==> config.mk <==
export PLATFORM = sky130hd
export DESIGN_NAME = cem_counter
export DESIGN_NICKNAME = d
export VERILOG_FILES = /design/src/hdl/cem_fifo.v /design/src/hdl/cem_counter.v
export VERILOG_INCLUDE_DIRS = /design/src /design/src/hdl
export SDC_FILE = /design/constraint.sdc
export NUM_CORES = 1
export LEC_CHECK = 0
export BUFFER_PORTS_ARGS = -buffer_cell sky130_fd_sc_hd__buf_2
export CAP_MARGIN = 20
export CORE_UTILIZATION = 50
export CTS_CLUSTER_SIZE = 8
export DETAILED_ROUTE_END_ITERATION = 16
export PLACE_DENSITY = 0.74
export SYNTH_ARGS = -nofsm -noshare
export SYNTH_HDL_FRONTEND = slang
export SYNTH_SLANG_ARGS = --single-unit
==> constraint.sdc <==
create_clock -name clock_i -period 3 [get_ports clock_i]
set_clock_uncertainty 0.15 [all_clocks]
set_input_delay 0 -clock clock_i [delete_from_list [all_inputs] [get_ports clock_i]]
set_output_delay 0 -clock clock_i [all_outputs]
set_load 0.05 [all_outputs]
==> src/hdl/cem_defines.vh <==
// Purpose: constants shared by the counter / encoder / edge-measure block
// Assumes: included by bare name from design files
// Notes: definitions only
`ifndef CEM_DEFINES_VH
`define CEM_DEFINES_VH

// ==========================================================================
// modes
`define CEM_MODE_X1 3'h0
`define CEM_MODE_X2 3'h1
`define CEM_MODE_X4 3'h2
`define CEM_MODE_TWO_PULSE 3'h3
`define CEM_MODE_EDGE_SEP 3'h4

// ==========================================================================
// edge-separation states
`define CEM_ST_IDLE 2'h0
`define CEM_ST_WAIT_START 2'h1
`define CEM_ST_COUNT 2'h2
`define CEM_ST_DONE 2'h3

// ==========================================================================
// synchroniser bit positions
`define CEM_IN_A 0
`define CEM_IN_B 1
`define CEM_IN_IDX 2
`define CEM_IN_START 3
`define CEM_IN_GATE 4
`define CEM_IN_SRC 5
`define CEM_IN_SAMPLE 6
`define CEM_NSYNC 7

// ==========================================================================
// defaults
`define CEM_COUNT_WIDTH 32
`define CEM_FIFO_DEPTH 4
`define CEM_FIFO_AW 2

`endif

==> src/hdl/cem_fifo.v <==
// Purpose: small synchronous FIFO with valid/ready on both sides
// Assumes: single clock, synchronous active-low reset
// Notes: DEPTH must be a power of two matching AW
`timescale 1ns/100ps
module cem_fifo #(
    parameter WIDTH = 32,
    parameter DEPTH = 4,
    parameter AW = 2
) (
    // clock and reset
    input wire clock_i,
    input wire rst_n_i,
    // fill side
    input wire in_valid_i,
    output wire in_ready_o,
    input wire [WIDTH-1:0] in_data_i,
    // drain side
    output wire out_valid_o,
    input wire out_ready_i,
    output wire [WIDTH-1:0] out_data_o
);

    reg [WIDTH-1:0] mem_q [0:DEPTH-1];
    reg [AW:0] wr_q;
    reg [AW:0] rd_q;
    wire full;
    wire empty;
    wire do_wr;
    wire do_rd;

    assign empty = (wr_q == rd_q);
    assign full = (wr_q[AW-1:0] == rd_q[AW-1:0]) && (wr_q[AW] != rd_q[AW]);
    assign in_ready_o = ~full;
    assign out_valid_o = ~empty;
    assign do_wr = in_valid_i & ~full;
    assign do_rd = out_ready_i & ~empty;
    assign out_data_o = mem_q[rd_q[AW-1:0]];

    always @(posedge clock_i) begin
        if (do_wr) begin
            mem_q[wr_q[AW-1:0]] <= in_data_i;
        end
    end

    always @(posedge clock_i) begin
        if (!rst_n_i) begin
            wr_q <= {(AW+1){1'b0}};
            rd_q <= {(AW+1){1'b0}};
        end else begin
            if (do_wr) begin
                wr_q <= wr_q + 1'b1;
            end
            if (do_rd) begin
                rd_q <= rd_q + 1'b1;
            end
        end
    end

endmodule // cem_fifo

==> src/hdl/cem_counter.v <==
// Purpose: position counter (quadrature X1/X2/X4, two-pulse) and
//          two-signal edge-separation measurement
// Assumes: all external inputs asynchronous, two-stage synchronised here
// Notes: saved values are pushed through a small FIFO toward DMA
`timescale 1ns/100ps
`include "cem_defines.vh"
module cem_counter #(
    parameter CW = `CEM_COUNT_WIDTH,
    parameter FIFO_DEPTH = `CEM_FIFO_DEPTH,
    parameter FIFO_AW = `CEM_FIFO_AW
) (
    // clock and reset
    input wire clock_i,
    input wire rst_n_i,
    // control
    input wire arm_i,
    input wire [2:0] mode_i,
    input wire buffered_i,
    input wire [CW-1:0] reload_value_i,
    input wire [1:0] reload_phase_i,
    input wire reload_en_i,
    input wire start_rising_i,
    input wire gate_rising_i,
    input wire source_rising_i,
    input wire gate_from_pulse_i,
    // external signals
    input wire chan_a_i,
    input wire chan_b_i,
    input wire index_i,
    input wire start_edge_i,
    input wire gate_i,
    input wire source_i,
    input wire neighbour_pulse_i,
    input wire sample_clk_i,
    // status and results
    output wire [CW-1:0] count_o,
    output wire [CW-1:0] saved_o,
    output wire saved_valid_o,
    output wire [1:0] sep_state_o,
    output wire overflow_o,
    // buffered output toward dma
    output wire buf_valid_o,
    input wire buf_ready_i,
    output wire [CW-1:0] buf_data_o
);

    // ======================================================================
    // input synchronisers
    localparam NSYNC = `CEM_NSYNC;
    wire [NSYNC-1:0] raw_in;
    wire gate_src;
    reg [NSYNC-1:0] s1_q;
    reg [NSYNC-1:0] s2_q;
    reg [NSYNC-1:0] s3_q;
    wire [NSYNC-1:0] rise;
    wire [NSYNC-1:0] fall;

    assign gate_src = gate_from_pulse_i ? neighbour_pulse_i : gate_i;
    assign raw_in = {sample_clk_i, source_i, gate_src, start_edge_i, index_i, chan_b_i,
        chan_a_i};

    // first stage feeds only the second, so a metastable level never
    // reaches the edge detectors
    genvar gi;
    generate
        for (gi = 0; gi < NSYNC; gi = gi + 1) begin : g_sync
            always @(posedge clock_i) begin
                if (!rst_n_i) begin
                    s1_q[gi] <= 1'b0;
                    s2_q[gi] <= 1'b0;
                    s3_q[gi] <= 1'b0;
                end else begin
                    s1_q[gi] <= raw_in[gi];
                    s2_q[gi] <= s1_q[gi];
                    s3_q[gi] <= s2_q[gi];
                end
            end
            // edges judged only between second and third stage
            assign rise[gi] = s2_q[gi] & ~s3_q[gi];
            assign fall[gi] = ~s2_q[gi] & s3_q[gi];
        end
    endgenerate

    wire a_rise = rise[`CEM_IN_A];
    wire a_fall = fall[`CEM_IN_A];
    wire b_rise = rise[`CEM_IN_B];
    wire b_fall = fall[`CEM_IN_B];
    wire a_now = s2_q[`CEM_IN_A];
    wire b_now = s2_q[`CEM_IN_B];
    wire a_old = s3_q[`CEM_IN_A];
    wire b_old = s3_q[`CEM_IN_B];
    wire idx_now = s2_q[`CEM_IN_IDX];
    // polarity only picks which edge of the synchronised level counts
    wire start_hit = start_rising_i ? rise[`CEM_IN_START] : fall[`CEM_IN_START];
    wire gate_hit = gate_rising_i ? rise[`CEM_IN_GATE] : fall[`CEM_IN_GATE];
    wire src_hit = source_rising_i ? rise[`CEM_IN_SRC] : fall[`CEM_IN_SRC];
    wire sample_hit = rise[`CEM_IN_SAMPLE];

    // ======================================================================
    // quadrature direction
    // A leads when, on an A edge, A's new level differs from B; on a B edge,
    // B's new level equals A
    wire a_edge = a_rise | a_fall;
    wire b_edge = b_rise | b_fall;
    reg step_up;
    reg step_dn;
    reg [CW-1:0] count_q;
    reg [CW-1:0] count_d;
    reg [CW-1:0] saved_q;
    reg saved_valid_q;
    reg armed_q;
    reg [1:0] st_q;
    reg [1:0] st_d;
    reg save_now;

    always @* begin
        step_up = 1'b0;
        step_dn = 1'b0;
        case (mode_i)
            `CEM_MODE_X1: begin
                step_up = a_rise & ~b_now;
                step_dn = a_fall & ~b_now;
            end
            `CEM_MODE_X2: begin
                step_up = a_edge & (a_now != b_now);
                step_dn = a_edge & (a_now == b_now);
            end
            `CEM_MODE_X4: begin
                // simultaneous A and B edges are illegal and ignored
                step_up = (a_edge & ~b_edge & (a_now != b_now)) |
                    (b_edge & ~a_edge & (a_now == b_now));
                step_dn = (a_edge & ~b_edge & (a_now == b_now)) |
                    (b_edge & ~a_edge & (a_now != b_now));
            end
            `CEM_MODE_TWO_PULSE: begin
                // both rising together cancel out
                step_up = a_rise & ~b_rise;
                step_dn = b_rise & ~a_rise;
            end
            default: begin
                step_up = 1'b0;
                step_dn = 1'b0;
            end
        endcase
    end

    // ======================================================================
    // index reload
    // the phase check uses the settled levels, so a step entering the phase
    // lands first and the reload takes the following edge
    wire quad_mode = (mode_i == `CEM_MODE_X1) || (mode_i == `CEM_MODE_X2) ||
        (mode_i == `CEM_MODE_X4);
    wire in_phase = ({a_old, b_old} == reload_phase_i) &&
        ({a_now, b_now} == reload_phase_i);
    wire reload_now = armed_q & quad_mode & reload_en_i & in_phase & idx_now &
        ~step_up & ~step_dn;

    // ======================================================================
    // edge-separation sequencer
    always @* begin
        st_d = st_q;
        save_now = 1'b0;
        case (st_q)
            `CEM_ST_IDLE: begin
                if (armed_q && mode_i == `CEM_MODE_EDGE_SEP) begin
                    st_d = `CEM_ST_WAIT_START;
                end
            end
            `CEM_ST_WAIT_START: begin
                if (start_hit) begin
                    st_d = `CEM_ST_COUNT;
                end
            end
            `CEM_ST_COUNT: begin
                if (gate_hit) begin
                    save_now = 1'b1;
                    st_d = buffered_i ? `CEM_ST_WAIT_START : `CEM_ST_DONE;
                end
            end
            `CEM_ST_DONE: begin
                // single mode parks here until arm drops or the mode leaves edge-separation
                st_d = `CEM_ST_DONE;
            end
            default: begin
                st_d = `CEM_ST_IDLE;
            end
        endcase
        // disarming always falls back to idle; leaving edge-separation does too unless a buffered restart fires that cycle
        if (!armed_q || mode_i != `CEM_MODE_EDGE_SEP) begin
            st_d = `CEM_ST_IDLE;
            save_now = 1'b0;
        end
    end

    // buffered restart: next gate edge opens a new interval
    wire sep_counting = (st_q == `CEM_ST_COUNT);
    wire restart_hit = buffered_i & (st_q == `CEM_ST_WAIT_START) & gate_hit &
        saved_valid_q;

    // ======================================================================
    // counter
    wire sep_mode = (mode_i == `CEM_MODE_EDGE_SEP);
    // steps outrank the reload, so an edge entering the reload phase
    // is counted before the value is loaded
    always @* begin
        count_d = count_q;
        if (!armed_q) begin
            count_d = count_q;
        end else if (sep_mode) begin
            if (save_now) begin
                count_d = {CW{1'b0}};
            end else if (sep_counting && src_hit) begin
                count_d = count_q + 1'b1;
            end else if (!sep_counting) begin
                // every interval starts from zero, whatever the encoder left
                count_d = {CW{1'b0}};
            end
        end else if (step_up) begin
            count_d = count_q + 1'b1;
        end else if (step_dn) begin
            count_d = count_q - 1'b1;
        end else if (reload_now) begin
            count_d = reload_value_i;
        end
    end

    // ======================================================================
    // capture into buffer
    // the buffer takes count_q, the value before this edge's update;
    // a capture and a step in one cycle records the older count
    wire sample_cap = armed_q & ~sep_mode & buffered_i & sample_hit;
    wire push = save_now | sample_cap;
    wire push_ready;
    reg overflow_q;

    always @(posedge clock_i) begin
        if (!rst_n_i) begin
            armed_q <= 1'b0;
            st_q <= `CEM_ST_IDLE;
            count_q <= {CW{1'b0}};
            saved_q <= {CW{1'b0}};
            saved_valid_q <= 1'b0;
            overflow_q <= 1'b0;
        end else begin
            armed_q <= arm_i;
            st_q <= restart_hit ? `CEM_ST_COUNT : st_d;
            count_q <= count_d;
            if (!arm_i) begin
                saved_valid_q <= 1'b0;
                overflow_q <= 1'b0;
            end else if (save_now) begin
                saved_q <= count_q;
                saved_valid_q <= 1'b1;
            end
            // a full buffer drops the capture and flags it
            if (push && !push_ready && arm_i) begin
                overflow_q <= 1'b1;
            end
        end
    end

    cem_fifo #(
        .WIDTH(CW),
        .DEPTH(FIFO_DEPTH),
        .AW(FIFO_AW)
    ) u_fifo (
        .clock_i(clock_i),
        .rst_n_i(rst_n_i),
        .in_valid_i(push),
        .in_ready_o(push_ready),
        .in_data_i(count_q),
        .out_valid_o(buf_valid_o),
        .out_ready_i(buf_ready_i),
        .out_data_o(buf_data_o)
    );

    assign count_o = count_q;
    assign saved_o = saved_q;
    assign saved_valid_o = saved_valid_q;
    assign sep_state_o = st_q;
    assign overflow_o = overflow_q;

endmodule // cem_counter

==> flow_metrics.env <==
export IMPL_crit_top_cell="nand3_1"
export IMPL_antenna_cells=0
export IMPL_layout_drive_gt1_share_pct=27.0
export IMPL_gp_congestion=0.904
export IMPL_dr_pass1_iters=5
export IMPL_rsz0062_at_grt="false"
export IMPL_ff2ff_path_depth=8
export IMPL_mostFrequentLayoutCell="buf_2"
export IMPL_start_util_pct=50.8
export IMPL_fp_dieW_um=145
export IMPL_worst_pin_slew_ns=0.725
export IMPL_globalRouteOverflowTotal=0
export IMPL_finalSetupViolCount=0
export IMPL_p_leak_nw=4.91
export IMPL_p_per_area_nw_per_um2=576
export IMPL_postPlaceCellArea_um2=11600
export IMPL_cts_made_buffers=34
export IMPL_maxCapViolations=0
export IMPL_crit_type="reg -> reg"
export IMPL_wl_met2_um=13000
export IMPL_synth_edf_count=128
export IMPL_hold_depth=5
export IMPL_cts_setup_buffers=0
export IMPL_hold_viol_final=0
export IMPL_dr_wl_met3_um=2280
export IMPL_synthArstFlopShare_pct=0
export IMPL_yosys_warnings=0
export IMPL_pwr_share_seq_pct=44.0
export IMPL_critPathLaunchType="register"
export IMPL_mostFrequentLayoutCells="buf_2, edfxtp_1, nand2_1"
export IMPL_cpMaxStageDelayCell="nor3_1"
export IMPL_ys_ff_latch=225
export IMPL_num_vias=8131
export IMPL_drv_slew=0
export IMPL_design_die_area_um2=21100
export IMPL_cp_arrival_ns=3.04
export IMPL_routed_wl_um=28000
export IMPL_area_growth_pct=27.2
export IMPL_clockBufferDepth=3
export IMPL_ys_types=68
export IMPL_sw_frac_of_total_pct=24.0
export IMPL_synth_ff_type="edfxtp_1"
export IMPL_dpl_hpwl_um=18000
export IMPL_highest_layer="met4"
export IMPL_vdd_drop_max_v=0.000542
export IMPL_clock_latency_ns=0.51
export IMPL_track_usage_pct=26.5
export IMPL_synth_nets=952
export IMPL_h_tree_depth=2
export IMPL_core_area_um2=20200
export IMPL_avgSynthCellArea_um2=11.6
export IMPL_io_buffers=155
export IMPL_slowest_delay_ns=0.50
export IMPL_grt_antenna_before_repair=0
export IMPL_nets=1173
export IMPL_finalSetupTns_ns=0
export IMPL_ios=156
export IMPL_wl_met1_um=11900
export IMPL_power_internal_mw=5.71
export IMPL_required_ns=3.26
export IMPL_max_freq_mhz=359
export IMPL_cp_cell_sequence="buf_4, ha_1, nand3_1, nor4_1, nand3_1, nor3_1, o21ai_0, a32o_1"
export IMPL_fin_crit_ns=2.78
export IMPL_final_area_um2=13000
export IMPL_cts_root_buf="clkbuf_16"
export IMPL_power_share_combinational_pct=9.6
export IMPL_crit_fanout=5
export IMPL_power_switching_mw=1.80
export IMPL_ant_nets=0
export IMPL_clockPowerShare_pct=46.4
export IMPL_relSlewSlack_pct=51.6
export IMPL_n_fill_cell=1587
export IMPL_status="finished, final reports clean"
export IMPL_num_rows=52
export IMPL_grt_pass1_vias=7883
export IMPL_critPathCaptureType="register"
export IMPL_dieHeight_um=145
export IMPL_fin_crit_sh_pct=92.7
export IMPL_drc_errors=0
export IMPL_routedWlPerCell_um=20.0
export IMPL_viasPerCell=5.82
export IMPL_drt_iter0_markers=780
export IMPL_grt_pass1_wl_um=43500
export IMPL_netlist_area_um2=10200
export IMPL_ys_seq_area_share_pct=56.4
export IMPL_grt_max_degree=34
export IMPL_worstHoldPathType="in -> reg"
export IMPL_netlist_instances=887
export IMPL_path_clk_slew_ns=0.05
export IMPL_clkSinkCount=225
export IMPL_tritoncts="yes"
[cells by family after synthesis]
kind of cell,after synthesis,synth area share [%]
muxes,44,8.22
and+or+nand+nor,306,15.3
buffers and inverters,89,3.56
DFF,225,56.4
xor gates and xnor gates,36,3.08
AOI/OAI and AO/OA,177,12.2
adders and majority gates,10,1.22
[flip-flops by register name (all words and copies together) (netlist names), named ones only]
| signal | count |
|---|---|
| u_fifo.mem_q | 128 |
| count_o | 32 |
| saved_o | 32 |
| s1_q | 7 |
| s2_q | 4 |
| s3_q | 4 |
| u_fifo.rd_q | 3 |
| u_fifo.wr_q | 3 |
| sep_state_o | 2 |
| a_now | 1 |
| a_old | 1 |
| armed_q | 1 |
| b_now | 1 |
| b_old | 1 |
| idx_now | 1 |
| overflow_o | 1 |
| saved_valid_o | 1 |
[synth_stat cells, drive strengths merged (10+ instances only)]
cell / instances / area [µm²]
dfxtp: 97 / 1940
nor4: 11 / 81.3
and2: 29 / 181
xnor2: 21 / 184
buf: 17 / 95.1
mux4: 32 / 721
or3: 13 / 81.3
xor2: 15 / 131
nor2: 33 / 124
a32o: 16 / 160
nor3: 29 / 155
clkbuf: 58 / 218
edfxtp: 128 / 3840
a21boi: 35 / 263
nand3: 27 / 135
o22ai: 12 / 81.3
o21ai: 43 / 215
a21oi: 22 / 110
mux2i: 11 / 110
nand2: 111 / 417
ha: 10 / 125
inv: 14 / 52.6
[per-layer routing]
layer,track usage (%),up-vias
li1,-,3743
met1,36.4,3922
met2,41.3,395
met3,5.09,71
met4,10.6,0
met5,0,-
[metrics by stage]
step	hold WS (ns)	instances	power [mW]	util, %	worst slack, ns
2_1_floorplan	-0.0227	887	3.83	-	0.0500
3_3_place_gp	0.0558	1294	4.02	57.3	0.230
3_5_place_dp	0.0602	1294	4.02	57.3	0.138
4_1_cts	0.0197	1398	7.54	64.6	0.112
5_1_grt	0.0900	1398	7.75	64.6	0.0725
6_report	0.0485	1398	7.51	64.6	0.218
[power by group through the flow]
stage                     Clock [mW]  Sequential (mW)  Combinational [mW]
after floorplan                    0             3.40               0.435
after global placement             0             3.36               0.654
after detailed placement           0             3.36               0.659
after CTS                       3.53             3.30               0.711
after global routing            3.66             3.30               0.777
final                           3.48             3.30               0.721
[final timing paths]
kind                      startpoint                       end  slack [ns]
max          count_o[0]$_SDFFE_PN0P_  count_o[20]$_SDFFE_PN0P_        0.22
min               reload_value_i[26]  count_o[26]$_SDFFE_PN0P_        0.05
max reg2reg  count_o[0]$_SDFFE_PN0P_  count_o[20]$_SDFFE_PN0P_        0.22
min reg2reg       s1_q[1]$_SDFF_PN0_          b_now$_SDFF_PN0_        0.27
[timing repair]
action / CTS / global route
setup endpoints to repair: 0 / 25
hold buffers: 48 / 0
endpoints found under the hold margin: 64 / 0
resized for setup: 0 / 2
[layout make-up]
class	count	area (µm²)	area share, %
clock buffers	52	918	7.04
clock inverters	4	71.3	0.547
inverters	14	52.6	0.403
multi-input cells	573	4110	31.5
flip-flops and latches	225	5790	44.4
well taps	270	338	2.59
repair buffers	260	1760	13.5
[worst max-delay path, delay by kind of cell, from the launching register on]
kind | cells | cell delay, ns
adders and majority gates | 1 | 0.21
buffers and inverters | 1 | 0.19
AOI/OAI and AO/OA | 2 | 0.43
DFF | 1 | 0.40
and+or+nand+nor | 4 | 1.30
No activity file was read; power rests on OpenSTA's default activity.
